File: src/logic/dmcrc_map.svh
// Constants of the DMA memory CRC monitor
// Function
// - After the last beat the checksum is compared with zero for CRC-16 and with 0x2144DF1C for CRC-32.
// - On channel enable and descriptor fetch the checksum is reloaded from the destination word of the first descriptor.
// - Every beat from the source address onward is read and fed into the checksum until the block is covered.
// - A mismatch disables the channel, sets the CRC error status and transfer error flag; the interrupt only if enabled.
// - A match sets the transfer complete flag, interrupts only if enabled, and carries on with descriptor handling.
// - With a single descriptor in the list that same descriptor is fetched again after a good check.
// - After the last descriptor of the list and a good check the first descriptor is fetched next, so monitoring wraps.
// - After the fetch the block waits for a new trigger and repeats reload, read, calculate and compare.
`ifndef DMCRC_MAP_SVH
`define DMCRC_MAP_SVH
`define DMCRC_OFS_COUNT   32'h0000_0000
`define DMCRC_OFS_SOURCE  32'h0000_0004
`define DMCRC_OFS_DEST    32'h0000_0008
`define DMCRC_OFS_NEXT    32'h0000_000C
`define DMCRC_IDX_COUNT   2'h0
`define DMCRC_IDX_SOURCE  2'h1
`define DMCRC_IDX_DEST    2'h2
`define DMCRC_IDX_NEXT    2'h3
`define DMCRC_MAGIC32     32'h2144_DF1C
`define DMCRC_ZERO16      32'h0000_0000
`define DMCRC_POLY16      16'h1021
`define DMCRC_POLY32      32'hEDB8_8320
`define DMCRC_RST_WORD    32'h0000_0000
`define DMCRC_RST_COUNT   16'h0000
`define DMCRC_LIST_END    32'h0000_0000
`endif

File: src/logic/dmcrc_pkg.sv
// Types of the DMA memory CRC monitor
package dmcrc_pkg;
   typedef enum logic [4:0] {
      ST_IDLE  = 5'h01,
      ST_FETCH = 5'h02,
      ST_WAIT  = 5'h04,
      ST_READ  = 5'h08,
      ST_CHECK = 5'h10
   } dmcrc_state_t;
   typedef enum logic [1:0] {
      BEAT_BYTE = 2'h0,
      BEAT_HALF = 2'h1,
      BEAT_WORD = 2'h2
   } dmcrc_beat_t;
endpackage

File: src/logic/dmcrc_engine.sv
// Combinational CRC-16/CRC-32 update for one memory beat
`timescale 1ns/1ps
`include "dmcrc_map.svh"
module dmcrc_engine (
   input  wire logic        i_poly32,
   input  wire logic [1:0]  i_width,
   input  wire logic [31:0] i_crc,
   input  wire logic [31:0] i_data,
   output logic      [31:0] o_crc
);
   // CRC-16 is MSB-first shift; CRC-32 is the reflected form
   function automatic logic [31:0] crc_byte(input logic        poly32,
                                            input logic [31:0] crc,
                                            input logic [7:0]  b);
      logic [31:0] c;
      c = poly32 ? (crc ^ {24'h000000, b}) : (crc ^ {16'h0000, b, 8'h00});
      for (int k = 0; k < 8; k++) begin
         if (poly32) begin
            c = c[0] ? ({1'b0, c[31:1]} ^ `DMCRC_POLY32) : {1'b0, c[31:1]};
         end else begin
            c = c[15] ? ({16'h0000, c[14:0], 1'b0}
                         ^ {16'h0000, `DMCRC_POLY16})
                      : {16'h0000, c[14:0], 1'b0};
         end
      end
      return c;
   endfunction

   wire [2:0] nbytes = (i_width == dmcrc_pkg::BEAT_BYTE) ? 3'h1 :
                       (i_width == dmcrc_pkg::BEAT_HALF) ? 3'h2 : 3'h4;

   // Lowest address byte first, so a stored MSB-first checksum ends last
   always_comb begin
      logic [31:0] c;
      c = i_crc;
      for (int j = 0; j < 4; j++) begin
         if (3'(j) < nbytes) begin
            c = crc_byte(i_poly32, c, i_data[8*j +: 8]);
         end
      end
      o_crc = c;
   end
endmodule

File: src/logic/dmcrc_monitor.sv
// DMA channel memory CRC monitor: descriptor walk, beat reads, check
`timescale 1ns/1ps
`include "dmcrc_map.svh"
module dmcrc_monitor (
   input  wire logic        i_sys_clk,
   input  wire logic        i_sys_rst,
   input  wire logic        i_chan_enable,
   input  wire logic        i_crc_input_source,
   input  wire logic        i_crc_polynomial_select,
   input  wire logic [1:0]  i_crc_beat_width,
   input  wire logic [31:0] i_first_descriptor_addr,
   input  wire logic        i_trigger,
   input  wire logic        i_terr_int_enable,
   input  wire logic        i_tcmpl_int_enable,
   input  wire logic        i_clear_crc_error,
   input  wire logic        i_clear_transfer_error,
   input  wire logic        i_clear_transfer_complete,
   output logic             o_mem_req,
   output logic      [31:0] o_mem_addr,
   input  wire logic        i_mem_ack,
   input  wire logic [31:0] i_mem_rdata,
   output logic             o_channel_active,
   output logic      [31:0] o_running_checksum,
   output logic             o_channel_crc_error_status,
   output logic             o_channel_transfer_error_flag,
   output logic             o_channel_transfer_complete_flag,
   output logic             o_terr_irq,
   output logic             o_tcmpl_irq
);
   dmcrc_pkg::dmcrc_state_t state_q, state_d;
   logic        active_q, en_q, trig_q;
   logic [31:0] head_q, desc_q, src_q, next_q, chk_q, chk_d;
   logic [1:0]  idx_q;
   logic [15:0] cnt_q;
   logic        crc_err_q, terr_q, tcmpl_q;
   logic [31:0] beat_crc;

   function automatic logic [31:0] beat_step(input logic [1:0] w);
      return (w == dmcrc_pkg::BEAT_BYTE) ? 32'h0000_0001 :
             (w == dmcrc_pkg::BEAT_HALF) ? 32'h0000_0002 : 32'h0000_0004;
   endfunction

   wire in_fetch  = (state_q == dmcrc_pkg::ST_FETCH);
   wire in_read   = (state_q == dmcrc_pkg::ST_READ);
   wire in_check  = (state_q == dmcrc_pkg::ST_CHECK);
   wire in_wait   = (state_q == dmcrc_pkg::ST_WAIT);
   wire start     = i_chan_enable & ~en_q & i_crc_input_source;
   wire fetch_ack = in_fetch & i_mem_ack;
   wire read_ack  = in_read & i_mem_ack & (cnt_q != `DMCRC_RST_COUNT);
   wire read_done = in_read & ((cnt_q == `DMCRC_RST_COUNT) |
                               (i_mem_ack & (cnt_q == 16'h0001)));
   wire is_head   = (desc_q == head_q);
   wire last_desc = (next_q == `DMCRC_LIST_END) | (next_q == head_q);
   wire cmp_value = i_crc_polynomial_select ?
                    (chk_q == `DMCRC_MAGIC32) :
                    (chk_q[15:0] == 16'(`DMCRC_ZERO16));
   wire match     = in_check & cmp_value;
   wire mismatch  = in_check & ~cmp_value;
   wire advance   = (read_done & ~last_desc) | match;
   wire consume   = in_wait & trig_q;
   wire [31:0] fetch_ofs = (idx_q == `DMCRC_IDX_COUNT)  ? `DMCRC_OFS_COUNT  :
                           (idx_q == `DMCRC_IDX_SOURCE) ? `DMCRC_OFS_SOURCE :
                           (idx_q == `DMCRC_IDX_DEST)   ? `DMCRC_OFS_DEST   :
                                                          `DMCRC_OFS_NEXT;
   wire reload    = fetch_ack & (idx_q == `DMCRC_IDX_DEST) & is_head;

   dmcrc_engine u_engine (
      .i_poly32 (i_crc_polynomial_select),
      .i_width  (i_crc_beat_width),
      .i_crc    (chk_q),
      .i_data   (i_mem_rdata),
      .o_crc    (beat_crc)
   );

   always_comb begin
      state_d = state_q;
      case (state_q)
         dmcrc_pkg::ST_IDLE: begin
            if (start) state_d = dmcrc_pkg::ST_FETCH;
         end
         dmcrc_pkg::ST_FETCH: begin
            if (fetch_ack && idx_q == `DMCRC_IDX_NEXT)
               state_d = dmcrc_pkg::ST_WAIT;
         end
         dmcrc_pkg::ST_WAIT: begin
            if (trig_q) state_d = dmcrc_pkg::ST_READ;
         end
         dmcrc_pkg::ST_READ: begin
            if (read_done)
               state_d = last_desc ? dmcrc_pkg::ST_CHECK
                                   : dmcrc_pkg::ST_FETCH;
         end
         dmcrc_pkg::ST_CHECK: begin
            state_d = cmp_value ? dmcrc_pkg::ST_FETCH
                                : dmcrc_pkg::ST_IDLE;
         end
         default: state_d = dmcrc_pkg::ST_IDLE;
      endcase
      if (!i_chan_enable) state_d = dmcrc_pkg::ST_IDLE;
   end

   // Init word is cut to 16 bits so CRC-16 compares on a clean register
   assign chk_d = reload ? (i_crc_polynomial_select ? i_mem_rdata
                             : {16'h0000, i_mem_rdata[15:0]})
                : read_ack ? beat_crc : chk_q;

   always_ff @(posedge i_sys_clk or posedge i_sys_rst) begin
      if (i_sys_rst) begin
         state_q <= dmcrc_pkg::ST_IDLE;
         en_q    <= 1'b0;
         chk_q   <= `DMCRC_RST_WORD;
      end else begin
         state_q <= state_d;
         en_q    <= i_chan_enable;
         chk_q   <= chk_d;
      end
   end

   always_ff @(posedge i_sys_clk or posedge i_sys_rst) begin
      if (i_sys_rst) begin
         head_q <= `DMCRC_RST_WORD;
         desc_q <= `DMCRC_RST_WORD;
         idx_q  <= `DMCRC_IDX_COUNT;
      end else if (start) begin
         head_q <= i_first_descriptor_addr;
         desc_q <= i_first_descriptor_addr;
         idx_q  <= `DMCRC_IDX_COUNT;
      end else begin
         if (fetch_ack) idx_q <= idx_q + 2'h1;
         if (advance) desc_q <= last_desc ? head_q : next_q;
      end
   end

   always_ff @(posedge i_sys_clk or posedge i_sys_rst) begin
      if (i_sys_rst) begin
         cnt_q  <= `DMCRC_RST_COUNT;
         src_q  <= `DMCRC_RST_WORD;
         next_q <= `DMCRC_LIST_END;
      end else if (fetch_ack) begin
         if (idx_q == `DMCRC_IDX_COUNT)  cnt_q  <= i_mem_rdata[15:0];
         if (idx_q == `DMCRC_IDX_SOURCE) src_q  <= i_mem_rdata;
         if (idx_q == `DMCRC_IDX_NEXT)   next_q <= i_mem_rdata;
      end else if (read_ack) begin
         cnt_q <= cnt_q - 16'h0001;
         src_q <= src_q + beat_step(i_crc_beat_width);
      end
   end

   // One pending trigger is remembered; extra ones while busy merge
   always_ff @(posedge i_sys_clk or posedge i_sys_rst) begin
      if (i_sys_rst) begin
         active_q  <= 1'b0;
         trig_q    <= 1'b0;
         crc_err_q <= 1'b0;
         terr_q    <= 1'b0;
         tcmpl_q   <= 1'b0;
      end else begin
         active_q  <= (start | active_q) & i_chan_enable & ~mismatch;
         // A trigger left pending must not leak into the next enable
         trig_q    <= ((i_trigger & active_q) | (trig_q & ~consume))
                      & i_chan_enable;
         crc_err_q <= mismatch | (crc_err_q & ~i_clear_crc_error);
         terr_q    <= mismatch | (terr_q & ~i_clear_transfer_error);
         tcmpl_q   <= match | (tcmpl_q & ~i_clear_transfer_complete);
      end
   end

   assign o_mem_req  = (in_fetch | in_read) & (cnt_q != `DMCRC_RST_COUNT
                                               | in_fetch);
   assign o_mem_addr = in_fetch ? desc_q + fetch_ofs : src_q;
   assign o_channel_active                 = active_q;
   assign o_running_checksum               = chk_q;
   assign o_channel_crc_error_status       = crc_err_q;
   assign o_channel_transfer_error_flag    = terr_q;
   assign o_channel_transfer_complete_flag = tcmpl_q;
   assign o_terr_irq  = terr_q & i_terr_int_enable;
   assign o_tcmpl_irq = tcmpl_q & i_tcmpl_int_enable;
endmodule

File: config.mk
export PLATFORM = sky130hd
export DESIGN_NAME = dmcrc_monitor
export DESIGN_NICKNAME = d
export VERILOG_FILES = /design/src/logic/dmcrc_pkg.sv /design/src/logic/dmcrc_engine.sv /design/src/logic/dmcrc_monitor.sv
export VERILOG_INCLUDE_DIRS = /design/src /design/src/logic
export SDC_FILE = /design/constraint.sdc
export NUM_CORES = 1
export LEC_CHECK = 0
export BUFFER_PORTS_ARGS = -buffer_cell sky130_fd_sc_hd__buf_2
export CAP_MARGIN = 20
export CELL_PAD_IN_SITES_DETAIL_PLACEMENT = 1
export CELL_PAD_IN_SITES_GLOBAL_PLACEMENT = 2
export CORE_UTILIZATION = 35
export DETAILED_ROUTE_END_ITERATION = 6
export GPL_TIMING_DRIVEN = 0
export PLACE_DENSITY_LB_ADDON = 0.1
export SYNTH_ARGS = -nofsm -noshare
export SYNTH_HDL_FRONTEND = slang
export SYNTH_HIERARCHICAL = 1
export SYNTH_SLANG_ARGS = --single-unit
File: constraint.sdc
create_clock -name i_sys_clk -period 5.6 [get_ports i_sys_clk]
set_input_delay 0.84 -clock i_sys_clk [delete_from_list [all_inputs] [get_ports i_sys_clk]]
set_output_delay 0.84 -clock i_sys_clk [all_outputs]
set_load 0.01 [all_outputs]
---- Yosys cells after proc, flatten, opt, wreduce, memory -nomap -nowiden ----
Cells that the tools add are included.
W data, S select, Z words.
storage, ports and cells
  word-level logic and storage cells ...... 333
  output and inout port bits .............. 71
  bits in registers ....................... 189
operators by class
  reductions and logical operators ........ 15
  add/sub/neg operators ................... 4
  magnitude comparators ................... 4
  eq/ne operators ......................... 19
  mux-type cells .......................... 163
  bitwise operators ....................... 114
operator list
  operator                 count
  $mux W32                 110
  $not A13 Y14             32
  $mux W13                 32
  $xor A32 B16 Y32         4
  $xor A32 B8 Y32          4
  $not A3 Y3               32
  $eq A32 B32 Y1           2
  $mux W16                 3
  $add A32 B3 Y32          1
  $add A32 B4 Y32          1
  $eq A32 B30 Y1 const B   1
  $logic_not A16 Y1        2
  $logic_not A32 Y1        1
  $mux W5                  6
  $pmux W5 S5              1
  $and A1 B1 Y1            24
  $eq A16 B1 Y1 const B    1
  $reduce_bool A16 Y1      1
  $sub A16 B1 Y16 const B  1
  $mux W3                  5
  $or A1 B1 Y1             10
  $mux W4                  2
  $not A1 Y1               8
  $reduce_bool A2 Y1       4
  other kinds (19)         31

---- Logic depth before layout (Yosys ltp) ----
  depth after elaboration ................. 138
  depth in mapped cells ................... 24
  mapped depth without buffers ............ 18

---- Modules after synthesis ----
Netlist, hierarchy kept.
by module, submodules not included
  module         sequential area each (µm²)  cells each  area an instance (µm²)  times used
  dmcrc_monitor  4730.8                      1246        11299.6                 1
  dmcrc_engine   0.0                         1077        9210.1                  1

---- Worst setup path after synthesis ----
Ideal clock, no wire load.
  path kind ............................... input to register
  start point ............................. in i_mem_rdata[4]
  end point ............................... reg chk_q[5] (netlist: o_running_checksum[5])
  setup slack ............................. -0.548 ns
  required time ........................... 5.473 ns
  stages .................................. 23
  arrival time ............................ 6.020 ns
  cells stage by stage .................... buf_2 > xor2_1 > nor2_1 > xnor3_1 > buf_2 > xnor2_1 > nor2_1 > or3_1 > buf_4 > and3_1 > a2111o_1 > buf_2 > xor2_1 > a32o_1 > or3_1 > buf_4 > xnor2_4 > a21o_4 > xnor3_1 > a31oi_1 > o2bb2ai_1 > mux2_2 > mux2_1
on the way
  longest elaborated chain between the ends .. 121
  elaborated cells on any way between the ends .. 202
  those cells by class .................... mux (134); bitwise (68)
ends and longest elaborated chain
  what                                          line                                    text
  start, declared                               dmcrc_monitor.sv:21                     input wire logic [31:0] i_mem_rdata,
  $xor A32 B8 Y32                               dmcrc_engine.sv:16                      c = poly32 ? (crc ^ {24'h000000, b}) : (crc ^ {16'h0000, b, 8'h00});
  $mux W32 (*)                                  dmcrc_engine.sv:16
  $mux W32 or $not A3 Y3 (tied branches)        --
  $mux W32 (*)                                  dmcrc_engine.sv:18                      if (poly32) begin
  $mux W32 (*)                                  dmcrc_engine.sv:37                      if (3'(j) < nbytes) begin
  $mux W32, on equally long branches            dmcrc_engine.sv:19, dmcrc_engine.sv:37
  $mux W32 (*)                                  dmcrc_engine.sv:18
  $mux W32 (*)                                  dmcrc_engine.sv:37
  [... 106 more ...]                            --
  $mux W32, on equally long branches            dmcrc_engine.sv:37, dmcrc_engine.sv:18
  $not A3 Y3 (no line) (tied with other cells)  --
  $mux W13 or $mux W32 (tied branches)          dmcrc_engine.sv:21, dmcrc_engine.sv:19
  $mux W32                                      dmcrc_engine.sv:18
  $mux W32 (*)                                  dmcrc_engine.sv:37
  net beat_crc[5]                               dmcrc_monitor.sv:36                     logic [31:0] beat_crc;
  $mux W32 (*)                                  dmcrc_monitor.sv:105                    : read_ack ? beat_crc : chk_q;
  $mux W32 (*)                                  dmcrc_monitor.sv:103                    assign chk_d = reload ? (i_crc_polynomial_select ? i_mem_rdata
  end signal, assigned                          dmcrc_monitor.sv:111                    chk_q <= `DMCRC_RST_WORD;
  end signal, assigned                          dmcrc_monitor.sv:115                    chk_q <= chk_d;
  end, declared                                 dmcrc_monitor.sv:32                     logic [31:0] head_q, desc_q, src_q, next_q, chk_q, chk_d;
The timed path passes the listed nets; every way through them passes the cells marked *. The select of a mux whose other input is x is not followed.
A chain may end at the register's enable or synchronous reset.

---- Worst setup path after layout ----
  start point ............................. in i_mem_rdata[11]
  end point ............................... reg chk_q[15] (netlist: o_running_checksum[15])
on the way
  longest elaborated chain between the ends .. 91
  elaborated cells on any way between the ends .. 147
  those cells by class .................... mux (100); bitwise (47)
ends and longest elaborated chain
  what                    line                  text
  $xor A32 B8 Y32         dmcrc_engine.sv:16
  $mux W32 (*)            dmcrc_engine.sv:16
  $mux W13                dmcrc_engine.sv:21    c = c[15] ? ({16'h0000, c[14:0], 1'b0}
  $mux W32 (*)            dmcrc_engine.sv:18
  $mux W32 (*)            dmcrc_engine.sv:37
  $not A3 Y3 (no line)    --
  $mux W13                dmcrc_engine.sv:21
  $mux W32 (*)            dmcrc_engine.sv:18
  [... 76 more ...]       --
  $mux W32                dmcrc_engine.sv:37
  $not A13 Y14 (no line)  --
  $mux W32                dmcrc_engine.sv:19    c = c[0] ? ({1'b0, c[31:1]} ^ `DMCRC_POLY32) : {1'b0, c[31:1]};
  $mux W32                dmcrc_engine.sv:18
  $mux W32 (*)            dmcrc_engine.sv:37
  net beat_crc[15]        dmcrc_monitor.sv:36
  $mux W32 (*)            dmcrc_monitor.sv:105
  $mux W32 (*)            dmcrc_monitor.sv:103
Marks and branches as above.

==> metrics.md <==
| Metric | Value |
|---|---|
| Netlist cell types | `approximately 110` |
| Worst r2r src | `o_running_checksum[5]` |
| 1st-pass router iterations | `6` |
| Syn Inst Count | `2323` |
| Post-synth top flop | `dfrtp_1` |
| Post-Syn Area per Cell | `8.829 µm²` |
| FF-to-FF path depth | `20` |
| Most frequent cells in the layout | `nand2_1, xnor2_1, buf_4` |
| R2R setup slack | `-0.45 ns` |
| Port Buf Inserts | `148` |
| Fillers | `6503` |
| Syn_nets | `2416` |
| WL/cell | `about 32 µm` |
| Drt drc | `0` |
| Setup_tns | `-7.439 ns` |
| Crit path cell chain | `buf_4 -> clkbuf_8 -> xor3_1 -> xnor3_2 -> xnor2_2 -> xnor3_1 -> or3_4 -> a32oi_4 -> xnor2_4 -> xnor3_1 -> mux2i_1 -> xnor2_1 -> a21boi_4 -> xnor2_4 -> xnor2_4 -> xnor2_2 -> or4_4 -> a32o_2 -> mux2_4 -> mux2_4` |
| Fin Clk Skew | `0.01521 ns` |
| Async set or reset register ratio after synthesis | `1.000` |
| Area of the mapped netlist | `a little over 20000 µm²` |
| Final slew viol count | `0` |
| DIE WIDTH | `244.1 µm` |
| Crit-path max cell delay | `roughly 0.54 ns` |
| Clock Pin Slew Worst Setup and Hold Paths | `0.08 ns` |
| I/O pin count | `149` |
| GRT overflow | `0` |
| Root Buffer | `clkbuf_16` |
| Crit path kind | `in -> reg` |
| Count of final setup violators | `28` |
| Starting density of the core | `0.3548` |
| Most common cell after layout, fill and taps aside | `nand2_1` |
| RD Place Congestion | `about 1` |
| Critical Path End Type | `register` |
| Vias per cell | `between 6 and 7` |
| Top cells by area, synth | `dfrtp_1, xnor2_1, xnor3_1` |
| CTS Buf Count | `17` |
| Vias in the first global route | `21488` |
| CP max FO | `5` |
| Post-route cell area | `28670 µm²` |
| Worst EP arrival | `roughly 6.4 ns` |
| Initial drt markers | `roughly 2600` |
| Largest net degree at the start of global routing | `39` |
| Area Overhead vs Synth | `39.78%` |
| HPWL after DPL | `83530 µm` |
| Fraction of layout cells with a size suffix above 1 | `0.3445` |
| Slew HR | `0.2525` |
| Final WS setup | `-0.4847 ns` |
| Worst Path Buf+Inv | `2` |
| Initial antenna violation count | `4` |
| Clock tree sinks | `189` |
| Post-route ant nets | `0` |
| Die Height | `244.1 µm` |
| Max-cap viol count | `0` |
| Hold Crit Class | `in -> async` |
| Max Clock Freq | `164.3 MHz` |
| Status | `finished, violations left` |
| Post-DP Area | `approximately 23000 µm²` |
| Actual slew at the worst max-slew pin | `about 1.1 ns` |
| Vias | `22131` |
| CTS tree | `done` |
| Final Net Count | `2884` |
| First-pass GRT wire length | `158000 µm` |
| Share of the synthesized area in the top cell type | `0.2294` |
| Clk_lat worst skew | `0.47 ns` |
| RSZ-0062 raised after global routing | `yes` |
| # rows | `roughly 90` |
| Synth Register Bits | `189` |
| FF-to-FF End | `o_running_checksum[19]` |
| Ys Warns | `6` |
| Final WL | `116000 µm` |
| Violated checks | `negative setup slack` |
| Die Area | `between 50000 and 60000 µm²` |
| Register area share after synthesis | `0.2307` |
| EDFF count, synth | `0` |
| Crit path max-delay family | `XOR/XNOR gates` |
| Core ar. | `57810 µm²` |
| H-tree depth | `4` |
| CP Launch Type | `input pin` |
| Min cycle time layout | `6.085 ns` |
| Critical-path top delay cell | `or4_4` |
| Hold Vio Cnt, Final | `0` |
| Cell taking the most area after synthesis | `dfrtp_1` |
| CTS max path bufs | `2` |
| Critical Path RT | `slightly below 6 ns` |
| Most used cell, CP | `xnor2_4` |
| Crit share post-route | `1.087` |
| Gr usage total | `0.3692` |
[final cells by class]
type	instances	area [µm²]	area share
clock inverters	13	178.9	0.006241
inverters	37	145.1	0.005063
repair buffers	458	3740	0.1305
multi-input cells	1938	17590	0.6134
plain buffers	150	860.8	0.03003
diodes	1	2.502	0.00008729
flip-flops and latches	189	4755	0.1659
clock buffers	19	442.9	0.01545
well taps	765	957.2	0.03339
[repair_timing]
action / in CTS / in global routing
cloned: 1 / 0
pin swaps: 128 / 101
hold endpoints to repair: 0 / 0
endpoints found under the setup margin: 32 / 31
hold buffers: 0 / 0
gates resized for setup: 400 / 151
buffers inserted: 208 / 100
[Yosys cell counts, types with 57 or more instances]
cell      count
xnor3_1      60
mux2i_1      72
nand3_1      67
mux2_2       57
dfrtp_1     188
xor2_1       98
nor2_1      148
xnor2_1     333
a21oi_1     100
nand2_1     260
o21ai_0      98
clkbuf_1    109
[cells by family after synthesis]
| kind of cell | share of synthesized area |
|---|---|
| AOI/OAI and AO/OA | 0.1746 |
| buffers and inverters | 0.03910 |
| and+or+nand+nor | 0.1700 |
| muxes | 0.07772 |
| xor gates and xnor gates | 0.2976 |
| adders and majority gates | 0.01037 |
| DFF | 0.2307 |
[stage by stage]
step	setup WS [ns]	instances	hold WS [ns]	util
floorplan	-0.1627	2323	0.4731	-
global placement	-2.625	3236	0.4934	0.3910
global route	-0.4713	3569	0.3462	0.4959
CTS	-0.2442	3473	0.3353	0.4680
finish	-0.4847	3570	0.3255	0.4959
detailed placement	-2.632	3242	0.5079	0.3931
[routing by layer]
layer | GRT usage | vias up | part of all wire
met5 | 0 | - | 0
li1 | - | 9267 | -
met4 | 0.1222 | 0 | 0.040
met3 | 0.08450 | 233 | 0.10
met1 | 0.5414 | 11411 | 0.44
met2 | 0.5270 | 1220 | 0.42
[state kept, by name (all words and copies together), names as in the netlist]
| register | count |
|---|---|
| desc_q | 32 |
| head_q | 32 |
| next_q | 32 |
| o_running_checksum | 32 |
| src_q | 32 |
| cnt_q | 16 |
| state_q | 5 |
| idx_q | 2 |
| en_q | 1 |
| o_channel_active | 1 |
| o_channel_crc_error_status | 1 |
| o_channel_transfer_complete_flag | 1 |
| o_channel_transfer_error_flag | 1 |
| trig_q | 1 |
[worst max path at each step]
stage	startpoint	end	slack, ns	depth (start not counted)
6_report	i_mem_rdata[11]	o_running_checksum[15]	-0.48	20
5_1_grt	i_crc_beat_width[0]	o_running_checksum[8]	-0.47	20
4_1_cts	i_mem_rdata[6]	o_running_checksum[6]	-0.24	23
3_5_place_dp	i_crc_polynomial_select	o_running_checksum[12]	-2.63	22
3_3_place_gp	i_crc_polynomial_select	o_running_checksum[12]	-2.63	22
2_1_floorplan	i_mem_rdata[6]	o_running_checksum[6]	-0.16	19
Power is left out: the tool's default activity adds up to more than one toggle a clock period on the data nets, which glitch-free logic cannot reach.
